## src/rtl/timer_pkg.sv

```systemverilog
// Shared constants for the timer status and channel pin control block
package timer_pkg;
  // ==========================================================
  // Register byte offsets
  localparam logic [5:0] status_off = 6'h00;
  localparam logic [5:0] io_ab_off = 6'h04;
  localparam logic [5:0] io_cd_off = 6'h08;
  localparam logic [5:0] irq_enable_off = 6'h0c;
  localparam logic [5:0] control_off = 6'h10;
  localparam logic [5:0] count_off = 6'h14;
  localparam logic [5:0] gen_a_off = 6'h18;
  localparam logic [5:0] gen_b_off = 6'h1c;
  localparam logic [5:0] gen_c_off = 6'h20;
  localparam logic [5:0] gen_d_off = 6'h24;
  // ==========================================================
  // Field positions
  localparam int wrap_bit = 7;
  localparam int run_bit = 0;
  localparam int lo_func_bit = 2;
  localparam int hi_func_bit = 6;
  localparam int lo_act_lsb = 0;
  localparam int hi_act_lsb = 4;
  // ==========================================================
  // Reset and read-back values
  localparam logic [7:0] status_reserved = 8'h70;
  localparam logic [7:0] io_reserved = 8'h88;
  localparam logic [15:0] count_reset = 16'h0000;
  localparam logic [15:0] count_max = 16'hffff;
  localparam logic [15:0] gen_reset = 16'hffff;
  // ==========================================================
  // Pin action and capture edge codes
  localparam logic [1:0] act_none = 2'h0;
  localparam logic [1:0] act_low = 2'h1;
  localparam logic [1:0] act_high = 2'h2;
  localparam logic [1:0] act_toggle = 2'h3;
  localparam logic [1:0] edge_rise = 2'h0;
  localparam logic [1:0] edge_fall = 2'h1;
  // ==========================================================
  // Bus answer codes
  localparam logic [1:0] resp_okay = 2'h0;
  localparam logic [1:0] resp_slverr = 2'h2;
endpackage : timer_pkg

```

## src/rtl/timer_channel.sv

```systemverilog
// One compare/capture channel: general register, pin and event
`timescale 1ns/1ps
module timer_channel #(
  parameter int count_width = 16
) (
  input wire logic aclk,
  input wire logic aresetn,
  input wire logic [count_width-1:0] timer_count,
  input wire logic wr_en,
  input wire logic [count_width-1:0] wr_data,
  input wire logic func_sel,
  input wire logic [1:0] action,
  input wire logic pin_in,
  output logic pin_out,
  output logic pin_oe,
  output logic [count_width-1:0] gen_reg,
  output logic event_pulse
);
  // ==========================================================
  // Pin synchroniser and edge detect
  logic sync1; // First stage, read only by sync2
  logic sync2; // Settled pin level
  logic prev; // Level one cycle earlier
  logic rise; // Rising edge seen
  logic fall; // Falling edge seen
  logic capture; // Capture event this cycle
  logic match_now; // Count equals general register
  logic match_prev; // Equality one cycle earlier
  logic match; // Fresh compare match

  // Two flip-flops before any logic reads the pin
  always_ff @(posedge aclk)
  begin
    if (!aresetn)
    begin
      sync1 <= 1'b0;
      sync2 <= 1'b0;
      prev <= 1'b0;
    end
    else
    begin
      sync1 <= pin_in;
      sync2 <= sync1;
      prev <= sync2;
    end
  end

  // Edges from current against previous sample
  assign rise = sync2 && !prev;
  assign fall = !sync2 && prev;

  // Edge choice in capture mode
  always_comb
  begin
    if (!func_sel)
      capture = 1'b0;
    else if (action == timer_pkg::edge_rise)
      capture = rise;
    else if (action == timer_pkg::edge_fall)
      capture = fall;
    else
      capture = rise || fall;
  end

  // ==========================================================
  // Compare match, once per arrival at equality
  assign match_now = (timer_count == gen_reg);
  assign match = !func_sel && match_now && !match_prev;

  // Remember equality so a stopped count matches only once
  always_ff @(posedge aclk)
  begin
    if (!aresetn)
      match_prev <= 1'b0;
    else
      match_prev <= match_now;
  end

  // General register: capture beats a software write
  always_ff @(posedge aclk)
  begin
    if (!aresetn)
      gen_reg <= timer_pkg::gen_reset;
    else if (capture)
      gen_reg <= timer_count;
    else if (wr_en)
      gen_reg <= wr_data;
  end

  // Event pulse toward the status flag
  assign event_pulse = match || capture;

  // Pin level driven on compare match
  always_ff @(posedge aclk)
  begin
    if (!aresetn)
      pin_out <= 1'b0;
    else if (match)
    begin
      case (action)
        timer_pkg::act_low: pin_out <= 1'b0;
        timer_pkg::act_high: pin_out <= 1'b1;
        timer_pkg::act_toggle: pin_out <= !pin_out;
        default: pin_out <= pin_out;
      endcase
    end
  end

  // Drive the pin only in compare mode with an action chosen
  assign pin_oe = !func_sel && (action != timer_pkg::act_none);

  // ==========================================================
  // Checks
  capture_loads_a: assert property (
    @(posedge aclk) disable iff (!aresetn)
    capture |=> gen_reg == $past(timer_count))
    else $error("capture did not load the count");
  toggle_flips_a: assert property (
    @(posedge aclk) disable iff (!aresetn)
    match && action == timer_pkg::act_toggle |=> pin_out != $past(pin_out))
    else $error("toggle action did not flip the pin");
  rise_capture_a: assert property (
    @(posedge aclk) disable iff (!aresetn)
    func_sel && action == timer_pkg::edge_rise && $rose(sync2)
    |-> event_pulse)
    else $error("rising edge capture missed");
endmodule : timer_channel

```

## src/rtl/timer_status_and_io_control.sv

```systemverilog
// Timer status flags, channel pin control and counter behind AXI4-Lite
`timescale 1ns/1ps
// What this block does
// - Counter wrap from ffff sets wrap flag
// - Wrap flag clears after read-one then write-zero
// - Channel flags clear by read-one then write-zero
// - Status bits six to four read one
// - Channel D flag on match or capture
// - Channel C flag on match or capture
// - Channel B flag on match or capture
// - Channel A flag on match or capture
// - Bit six picks compare or capture, B
// - Bit two picks compare or capture, A
// - B action: keep, low, high, toggle
// - A action: keep, low, high, toggle
// - B capture edge: rise, fall, both
// - A capture edge: rise, fall, both
// - Control bits seven and three read one
// - Wrap request when flag and enable set
// - Channel request when flag and enable set
// - Sixteen-bit up-counter, software readable and writable
module timer_status_and_io_control #(
  parameter int count_width = 16
) (
  input wire logic aclk,
  input wire logic aresetn,
  input wire logic [5:0] awaddr,
  input wire logic awvalid,
  output logic awready,
  input wire logic [31:0] wdata,
  input wire logic [3:0] wstrb,
  input wire logic wvalid,
  output logic wready,
  output logic [1:0] bresp,
  output logic bvalid,
  input wire logic bready,
  input wire logic [5:0] araddr,
  input wire logic arvalid,
  output logic arready,
  output logic [31:0] rdata,
  output logic [1:0] rresp,
  output logic rvalid,
  input wire logic rready,
  input wire logic [3:0] chan_pin_in,
  output logic [3:0] chan_pin_out,
  output logic [3:0] chan_pin_oe,
  output logic wrap_irq_request,
  output logic [3:0] chan_irq_request
);
  // ==========================================================
  // Registers and state
  logic [count_width-1:0] timer_count; // Free-running count
  logic run; // Counter enable
  logic [7:0] flags; // Wrap flag at 7, channel flags at 3..0
  logic [7:0] armed; // Flag read as one, awaiting write of zero
  logic [7:0] channel_ab_io_control; // Stored fields, A and B
  logic [7:0] channel_cd_io_control; // Stored fields, C and D
  logic [4:0] irq_enable; // Wrap enable at 4, channels at 3..0
  logic [count_width-1:0] gen_reg [4]; // General registers A..D
  logic [3:0] chan_event; // Compare or capture per channel
  logic [3:0] func_sel; // Capture mode per channel
  logic [1:0] action [4]; // Action or edge field per channel
  logic [3:0] gen_wr; // Software write per general register
  logic wrap; // Counter wraps this cycle
  logic [7:0] set_vec; // Hardware set per flag
  logic [7:0] clr_vec; // Software clear per flag
  logic [7:0] status_view; // Status as read
  logic wr_go; // Write taken this cycle
  logic rd_go; // Read taken this cycle
  logic lane0; // Low byte lane enabled
  logic lanes01; // Low half-word enabled

  // ==========================================================
  // AXI4-Lite write handshake: both channels taken together
  assign wr_go = awvalid && wvalid && !bvalid;
  assign awready = wr_go;
  assign wready = wr_go;
  assign lane0 = wstrb[0];
  assign lanes01 = wstrb[0] && wstrb[1];

  // Write response one cycle after the take
  always_ff @(posedge aclk)
  begin
    if (!aresetn)
    begin
      bvalid <= 1'b0;
      bresp <= timer_pkg::resp_okay;
    end
    else if (wr_go)
    begin
      bvalid <= 1'b1;
      case (awaddr)
        timer_pkg::status_off, timer_pkg::io_ab_off,
        timer_pkg::io_cd_off, timer_pkg::irq_enable_off,
        timer_pkg::control_off, timer_pkg::count_off,
        timer_pkg::gen_a_off, timer_pkg::gen_b_off,
        timer_pkg::gen_c_off, timer_pkg::gen_d_off:
          bresp <= timer_pkg::resp_okay;
        default: bresp <= timer_pkg::resp_slverr;
      endcase
    end
    else if (bready)
      bvalid <= 1'b0;
  end

  // ==========================================================
  // Control registers written by software
  always_ff @(posedge aclk)
  begin
    if (!aresetn)
    begin
      channel_ab_io_control <= 8'h00;
      channel_cd_io_control <= 8'h00;
      irq_enable <= 5'h00;
      run <= 1'b0;
    end
    else if (wr_go && lane0)
    begin
      case (awaddr)
        timer_pkg::io_ab_off: channel_ab_io_control <= wdata[7:0];
        timer_pkg::io_cd_off: channel_cd_io_control <= wdata[7:0];
        timer_pkg::irq_enable_off: irq_enable <= wdata[4:0];
        timer_pkg::control_off: run <= wdata[timer_pkg::run_bit];
        default: run <= run;
      endcase
    end
  end

  // Per-channel mode and action fields
  assign func_sel[0] = channel_ab_io_control[timer_pkg::lo_func_bit];
  assign func_sel[1] = channel_ab_io_control[timer_pkg::hi_func_bit];
  assign func_sel[2] = channel_cd_io_control[timer_pkg::lo_func_bit];
  assign func_sel[3] = channel_cd_io_control[timer_pkg::hi_func_bit];
  assign action[0] = channel_ab_io_control[timer_pkg::lo_act_lsb +: 2];
  assign action[1] = channel_ab_io_control[timer_pkg::hi_act_lsb +: 2];
  assign action[2] = channel_cd_io_control[timer_pkg::lo_act_lsb +: 2];
  assign action[3] = channel_cd_io_control[timer_pkg::hi_act_lsb +: 2];

  // ==========================================================
  // Sixteen-bit up-counter; a software write beats counting
  assign wrap = run && (timer_count == timer_pkg::count_max)
    && !(wr_go && lanes01 && awaddr == timer_pkg::count_off);

  always_ff @(posedge aclk)
  begin
    if (!aresetn)
      timer_count <= timer_pkg::count_reset;
    else if (wr_go && lanes01 && awaddr == timer_pkg::count_off)
      timer_count <= wdata[count_width-1:0];
    else if (run)
      timer_count <= timer_count + count_width'(1);
  end

  // ==========================================================
  // Four channels
  assign gen_wr[0] = wr_go && lanes01 && awaddr == timer_pkg::gen_a_off;
  assign gen_wr[1] = wr_go && lanes01 && awaddr == timer_pkg::gen_b_off;
  assign gen_wr[2] = wr_go && lanes01 && awaddr == timer_pkg::gen_c_off;
  assign gen_wr[3] = wr_go && lanes01 && awaddr == timer_pkg::gen_d_off;

  for (genvar i = 0; i < 4; i++)
  begin : g_chan
    timer_channel #(
      .count_width(count_width)
    ) u_chan (
      .aclk(aclk),
      .aresetn(aresetn),
      .timer_count(timer_count),
      .wr_en(gen_wr[i]),
      .wr_data(wdata[count_width-1:0]),
      .func_sel(func_sel[i]),
      .action(action[i]),
      .pin_in(chan_pin_in[i]),
      .pin_out(chan_pin_out[i]),
      .pin_oe(chan_pin_oe[i]),
      .gen_reg(gen_reg[i]),
      .event_pulse(chan_event[i])
    );
  end

  // ==========================================================
  // Status flags
  assign set_vec = {wrap, 3'h0, chan_event};
  // Clear only a flag armed by an earlier read and written zero
  assign clr_vec = (wr_go && lane0 && awaddr == timer_pkg::status_off)
    ? (~wdata[7:0] & armed) : 8'h00;

  // Set wins over clear; writing one changes nothing
  always_ff @(posedge aclk)
  begin
    if (!aresetn)
      flags <= 8'h00;
    else
      flags <= ((flags & ~clr_vec) | set_vec) & 8'h8f;
  end

  // Arm on a status read that shows the flag at one
  always_ff @(posedge aclk)
  begin
    if (!aresetn)
      armed <= 8'h00;
    else if (rd_go && araddr == timer_pkg::status_off)
      armed <= (armed & ~clr_vec) | flags;
    else
      armed <= armed & ~clr_vec;
  end

  assign status_view = flags | timer_pkg::status_reserved;

  // Interrupt requests follow flag and enable
  assign wrap_irq_request = flags[timer_pkg::wrap_bit] && irq_enable[4];
  assign chan_irq_request = flags[3:0] & irq_enable[3:0];

  // ==========================================================
  // AXI4-Lite read: one outstanding, data registered
  assign rd_go = arvalid && !rvalid;
  assign arready = rd_go;

  always_ff @(posedge aclk)
  begin
    if (!aresetn)
    begin
      rvalid <= 1'b0;
      rdata <= 32'h0000_0000;
      rresp <= timer_pkg::resp_okay;
    end
    else if (rd_go)
    begin
      rvalid <= 1'b1;
      rresp <= timer_pkg::resp_okay;
      case (araddr)
        timer_pkg::status_off: rdata <= {24'h000000, status_view};
        timer_pkg::io_ab_off:
          rdata <= {24'h000000,
            channel_ab_io_control | timer_pkg::io_reserved};
        timer_pkg::io_cd_off:
          rdata <= {24'h000000,
            channel_cd_io_control | timer_pkg::io_reserved};
        timer_pkg::irq_enable_off: rdata <= {27'h0000000, irq_enable};
        timer_pkg::control_off: rdata <= {31'h00000000, run};
        timer_pkg::count_off: rdata <= {16'h0000, timer_count};
        timer_pkg::gen_a_off: rdata <= {16'h0000, gen_reg[0]};
        timer_pkg::gen_b_off: rdata <= {16'h0000, gen_reg[1]};
        timer_pkg::gen_c_off: rdata <= {16'h0000, gen_reg[2]};
        timer_pkg::gen_d_off: rdata <= {16'h0000, gen_reg[3]};
        default:
        begin
          rdata <= 32'h0000_0000;
          rresp <= timer_pkg::resp_slverr;
        end
      endcase
    end
    else if (rready)
      rvalid <= 1'b0;
  end

  // ==========================================================
  // Checks
  wrap_sets_a: assert property (
    @(posedge aclk) disable iff (!aresetn)
    wrap |=> flags[timer_pkg::wrap_bit] && timer_count == 16'h0000)
    else $error("wrap did not set the wrap flag");
  unarmed_keeps_a: assert property (
    @(posedge aclk) disable iff (!aresetn)
    flags[0] && !armed[0] |=> flags[0])
    else $error("channel A flag cleared without a prior read");
  wrap_clear_a: assert property (
    @(posedge aclk) disable iff (!aresetn)
    $fell(flags[timer_pkg::wrap_bit]) |-> $past(armed[timer_pkg::wrap_bit]))
    else $error("wrap flag cleared without a prior read");
  set_wins_a: assert property (
    @(posedge aclk) disable iff (!aresetn)
    chan_event[1] |=> flags[1])
    else $error("channel B event lost");
  status_ones_a: assert property (
    @(posedge aclk) disable iff (!aresetn)
    rvalid && $past(rd_go) && $past(araddr) == timer_pkg::status_off
    |-> rdata[6:4] == 3'h7)
    else $error("status reserved bits not one");
  io_ones_a: assert property (
    @(posedge aclk) disable iff (!aresetn)
    rvalid && $past(rd_go) && $past(araddr) == timer_pkg::io_ab_off
    |-> rdata[7] && rdata[3])
    else $error("control reserved bits not one");
  wrap_irq_a: assert property (
    @(posedge aclk) disable iff (!aresetn)
    wrap && irq_enable[4] |=> wrap_irq_request)
    else $error("wrap request missing");
  // Channel C is the one that meets its event with the enable set
  chan_irq_a: assert property (
    @(posedge aclk) disable iff (!aresetn)
    chan_event[2] && irq_enable[2] |=> chan_irq_request[2])
    else $error("channel C request missing");
  count_step_a: assert property (
    @(posedge aclk) disable iff (!aresetn)
    run && !wr_go |=> timer_count == $past(timer_count) + 16'h0001)
    else $error("counter did not step");
  d_flag_a: assert property (
    @(posedge aclk) disable iff (!aresetn)
    chan_event[3] |=> flags[3] ##0 status_view[3])
    else $error("channel D flag not set");
  c_flag_a: assert property (
    @(posedge aclk) disable iff (!aresetn)
    chan_event[2] |=> flags[2])
    else $error("channel C flag not set");
endmodule : timer_status_and_io_control

```

## config.mk

```make
export PLATFORM = sky130hd
export DESIGN_NAME = timer_status_and_io_control
export DESIGN_NICKNAME = d
export VERILOG_FILES = /design/src/rtl/timer_pkg.sv /design/src/rtl/timer_channel.sv /design/src/rtl/timer_status_and_io_control.sv
export SDC_FILE = /design/constraint.sdc
export NUM_CORES = 1
export LEC_CHECK = 0
export BUFFER_PORTS_ARGS = -buffer_cell sky130_fd_sc_hd__buf_2
export CAP_MARGIN = 30
export CORE_ASPECT_RATIO = 0.9
export CORE_MARGIN = 3
export CORE_UTILIZATION = 45
export CTS_CLUSTER_SIZE = 12
export DETAILED_ROUTE_END_ITERATION = 10
export SLEW_MARGIN = 0
export SYNTH_ARGS = -nofsm -noshare
export SYNTH_HDL_FRONTEND = slang
export SYNTH_SLANG_ARGS = --single-unit
```

## constraint.sdc

```tcl
create_clock -name aclk -period 5.4 [get_ports aclk]
set_clock_uncertainty 0.2 [all_clocks]
set_input_delay 0 -clock aclk [delete_from_list [all_inputs] [get_ports aclk]]
set_output_delay 0 -clock aclk [all_outputs]
set_load 0.01 [all_outputs]
```

# Word level (Yosys, flattened, before mapping)
# Index checks and enable logic that the tools add are counted.
# op_classes
n_addsub,1
eq_ne,35
n_mux,35
n_bitwise,8
reduce_logical,98
# ops
operator,n
16-bit two-way mux,10
16-bit case mux with 10 select lines,1
16-bit equality test,4
"6-bit by 5-bit equality test with 1-bit output, second input constant",8
1-bit logical AND,36
8-bit bitwise AND,3
"6-bit by 4-bit equality test with 1-bit output, second input constant",4
"6-bit equality test, second input constant",4
1-bit zero test,23
2-bit nonzero test,11
10-bit OR reduction,2
"16-bit by 1-bit adder with 16-bit output, second input constant",1
"16-bit equality test, second input constant",1
"2-bit equality test, second input constant",8
1-bit two-way mux,16
8-bit two-way mux,2
8-bit inverter,2
8-bit OR,2
2-bit AND reduction,8
"6-bit by 3-bit equality test with 1-bit output, second input constant",2
6-bit zero test,2
1-bit case mux with 3 select lines,4
3-bit nonzero test,4
"2-bit by 1-bit equality test with 1-bit output, second input constant",4
4 further kinds,15
# word_totals
regBits,174
out_inout_bits,54

# Depth between registers and ports, before layout
# logic_depth
depth_word,9
depth_mapped,9
ltp_nobuf,6

# By module
# From an unflattened synthesis, not the netlist that was laid out.
# hier_totals
hier_cells,965
area_unflattened_um2,8358.0
# by_module_without_submodules
module,n_inst,cells_per_inst,area_each_um2,seq_area_each_um2
timer_channel,4,132,1134.8,420.4
timer_status_and_io_control,1,437,3818.7,1281.2

# Worst setup path before layout
# No wires, ideal clock.
# synth_path
path_kind,reg2reg
startpoint,register g_chan[1].u_chan.prev
endpoint,register g_chan[1].u_chan.gen_reg[10]
t_arrival_ns,1.633
setup_slack_ns,3.437
path_stages_with_launch,9
n_path_buf,2
period_less_slack_ns,1.963
cell_sequence,dfxtp_1 -> inv_1 -> ha_1 -> mux2_2 -> o211a_1 -> clkbuf_1 -> clkbuf_1 -> a211oi_1 -> o21ai_1
# synth_between
elab_chain_len,7
elab_cells_between_ends,9
# synth_rtl
item,line_no,rtl
from (decl),timer_channel.sv:23,logic prev;
from (signal assigned),timer_channel.sv:44,prev <= sync2;
1-bit zero test,timer_channel.sv:49,assign rise = sync2 && !prev;
1-bit logical AND,timer_channel.sv:49,
1-bit logical OR,timer_channel.sv:62,capture = rise || fall;
1-bit two-way mux,timer_channel.sv:59,else if (action == timer_pkg::edge_fall)
1-bit two-way mux *,timer_channel.sv:57,else if (action == timer_pkg::edge_rise)
1-bit two-way mux *,timer_channel.sv:55,if (!func_sel)
16-bit two-way mux or 2-bit nonzero test (tied branches),--,
to (signal assigned),timer_channel.sv:83,gen_reg <= timer_pkg::gen_reset;
to (signal assigned),timer_channel.sv:85,gen_reg <= timer_count;
to (signal assigned),timer_channel.sv:87,gen_reg <= wr_data;
to (decl),timer_channel.sv:16,"output logic [count_width-1:0] gen_reg,"
# Every way passes the cells marked *; elsewhere a longest branch is shown, timed or not.
# A chain may end at the register's enable or synchronous reset.

# Worst setup path in the final report
# layout_path
startpoint,register bvalid
endpoint,register irq_enable[3]
# layout_between
elab_chain_len,4
# layout_rtl
item,line_no,rtl
from (decl),timer_status_and_io_control.sv:35,"output logic bvalid,"
from (signal assigned),timer_status_and_io_control.sv:86,bvalid <= 1'b0;
from (signal assigned),timer_status_and_io_control.sv:91,bvalid <= 1'b1;
from (signal assigned),timer_status_and_io_control.sv:103,bvalid <= 1'b0;
1-bit zero test,timer_status_and_io_control.sv:75,assign wr_go = awvalid && wvalid && !bvalid;
1-bit logical AND,timer_status_and_io_control.sv:75,
1-bit logical AND,timer_status_and_io_control.sv:117,else if (wr_go && lane0)
2-bit AND reduction (no source line),--,
to (signal assigned),timer_status_and_io_control.sv:122,timer_pkg::irq_enable_off: irq_enable <= wdata[4:0];
to (decl),timer_status_and_io_control.sv:58,logic [4:0] irq_enable;
# Every way passes these cells.

==> results.json <==
{
  "outcome": "complete, no violations",
  "timing.hold.ws_ns": 0.0357,
  "drtIter0Drc": 862,
  "hold_path_depth": 5,
  "grt_pass1_vias": 7101,
  "numCtsBuffers": 17,
  "synth.cell_area_sq_mm": 0.00822,
  "yosysTopAreaCell": "dfxtp_1",
  "rows": 46,
  "hp-start": "araddr[4]",
  "grt_pass1_wl_um": 41600,
  "final_area_sq_mm": 0.00962,
  "antennaDiodeCount": 0,
  "highest_layer": "met4",
  "die_x_um": 148,
  "vias": 7728,
  "htree_levels": 4,
  "synthToLayoutAreaGrowth_pct": 17.0,
  "wirelength_um": 26900,
  "synth_top_area_share_pct": 36.0,
  "core_sq_mm": 0.0178,
  "routed_via_density": 5.73,
  "r2r_slack_ns": 2.59,
  "crit_type": "flop to flop",
  "synthArstFlopShare_pct": 0,
  "power.total_mw": 2.57,
  "clk_pin_slew_ns": 0.07,
  "clkLatencyLatePin_ns": 0.43,
  "syn_area_per_cell_sq_um": 7.96,
  "fin_crit_ns": 2.81,
  "synthTopCellsByCount": "dfxtp_1, nand2_1, nor2_1",
  "drc": 0,
  "grt_max_degree": 56,
  "synthCells": 1033,
  "drive_gt1_share_pct": 12.9,
  "fillCellCount": 1652,
  "dpl_cell_area_sq_mm": 0.00849,
  "cp-start-kind": "flop",
  "synth-seq-cells": 148,
  "routedWlPerCell_um": 19.9,
  "hold_class": "primary input to flop",
  "wl_met3_um": 2300,
  "finalCritPeriodShare_pct": 52.0,
  "boundaryPins": 113,
  "largest_register_ffs": 64,
  "synth-edff-count": 0,
  "route.met2.wl_um": 11300,
  "relSlewSlack_pct": 33.6,
  "cts_sinks": 148,
  "die-area_sq_mm": 0.0199,
  "antenna_found_initial": 0,
  "start_util_pct": 46.2,
  "num-nets-final": 1165,
  "portBuffers": 76,
  "wl_met1_um": 12700,
  "synthDistinctLibCells": 63,
  "grt_overflow": 0,
  "synth.area.top_cells": "dfxtp_1, xnor2_1, nand2_1, nor2_1, and3_1",
  "dp_hpwl_um": 17900,
  "tns_ns": 0,
  "multiInputGateArea_sq_mm": 0.00468,
  "drv_cap": 0,
  "track_usage_pct": 27.0,
  "finalSetupViolCount": 0,
  "ff2ff_path_depth": 6,
  "peakVddDrop_v": 0.000201,
  "cts_tree": "done",
  "synth_ff_type": "dfxtp_1",
  "end_kind": "flop",
  "post_cts_buffers": 0,
  "slew_violations": 0,
  "rsz0062_at_grt": "false",
  "gp_congestion": 0.882,
  "cts_resized": 0,
  "ys.warnings.count": 0,
  "leakage_nw": 4.29,
  "ff_latch_area_sq_mm": 0.00296,
  "drt_pass1_iterations": 5,
  "critPathRequiredTime_ns": 5.57,
  "clk_path_buf_depth": 2,
  "r2r-start": "bvalid$_SDFFE_PN0P_",
  "finalHoldViolCount": 0,
  "hold_end": "rdata[5]$_SDFFE_PN0P_",
  "cp_data_arrival_time_ns": 2.98,
  "fmax_ghz": 0.356,
  "synth_most_common_cell": "dfxtp_1",
  "reg2reg_to": "irq_enable[3]$_SDFFE_PN0P_",
  "worst_slew_pin_slew_ns": 0.987,
  "power.density_mw_per_mm2": 267,
  "seq_area_frac_synth_pct": 36.0,
  "ant_nets": 0,
  "cts_hold_buf": 48,
  "die_h_um": 134,
  "cp_max_fo": 10,
  "cts-root-buf": "clkbuf_16"
}
## layer usage
metal	up-vias	global-route usage [%]
li1	3685	-
met1	3643	39.9
met3	41	5.98
met5	-	0
met4	0	8.16
met2	359	39.2
## power breakdown
part           internal, mW  total (mW)  switching, mW
combinational        0.0539       0.140         0.0858
sequential             1.10        1.10        0.00427
clock                 0.854        1.33          0.476
## final cells by class
cell class,count,area share (%)
multi-input cells,776,48.7
flip-flops and latches,148,30.8
repair buffers,134,9.88
clock buffers,22,4.93
well taps,240,3.12
clock inverters,9,1.81
inverters,20,0.780
## cells by family (layout without fill, tap and decap cells)
logic type	count (synthesis)	count (layout)	synth area share, %
buffers and inverters	126	185	7.78
adder cells (fa/ha/maj)	9	9	1.37
AO/OA/AOI/OAI	226	226	17.5
other	1	18	0.0456
flip-flops	148	148	36.0
AND/OR/NAND/NOR	423	423	26.2
multiplexers	21	21	2.66
XOR/XNOR	79	79	8.41
## stage by stage
stage | setup slack [ns] | std cells | util, %
after floorplan | 3.44 | 1050 | -
after global placement | 2.74 | 1268 | 47.6
after detailed placement | 2.74 | 1270 | 47.8
after CTS | 2.65 | 1349 | 54.1
after global routing | 2.42 | 1349 | 54.1
final | 2.59 | 1349 | 54.1
## cell usage in the layout, fill, tap and decap left out, drive strengths merged, types with 3 or more instances in the layout
cell type    count
a211oi          27
a21o            10
a21oi           36
a221oi           7
a222oi          10
a22o             5
a22oi           14
a31oi            9
a32oi            3
and2            18
and3            53
and4             8
buf             86
bufinv           5
clkbuf          22
clkinv           3
conb            18
dfxtp          148
dlygate4sd3     48
ha               9
inv             21
mux2             7
mux2i           14
nand2          132
nand2b           8
nand3           12
nand4           26
nor2           120
nor2b           21
nor3             5
nor4             7
nor4b            3
o211ai           4
o21a             3
o21ai           88
xnor2           73
xor2             6
## worst max path at each step
stage                     depth (start not counted)  slack [ns]                        startpoint                                         to
after floorplan                                   8        3.44  g_chan[1].u_chan.prev$_SDFF_PN0_  g_chan[1].u_chan.gen_reg[10]$_SDFFE_PN1P_
after global placement                            6        2.74       timer_count[0]$_SDFFE_PN0P_               timer_count[14]$_SDFFE_PN0P_
after detailed placement                          6        2.74       timer_count[0]$_SDFFE_PN0P_               timer_count[14]$_SDFFE_PN0P_
after CTS                                         6        2.65               bvalid$_SDFFE_PN0P_                 irq_enable[1]$_SDFFE_PN0P_
after global routing                              6        2.42               bvalid$_SDFFE_PN0P_                 irq_enable[3]$_SDFFE_PN0P_
final                                             6        2.59               bvalid$_SDFFE_PN0P_                 irq_enable[3]$_SDFFE_PN0P_
## worst max-delay path: stages, from the launching register on
cell and delay (ns):
dfxtp_1 0.33, and4b_1 0.42, nor3b_4 0.41, nand3_1 0.11, dlygate4sd3_1 0.57, a21oi_1 0.13
dlygate4sd3_1 0.58
Power figures use the tool's default switching activity.
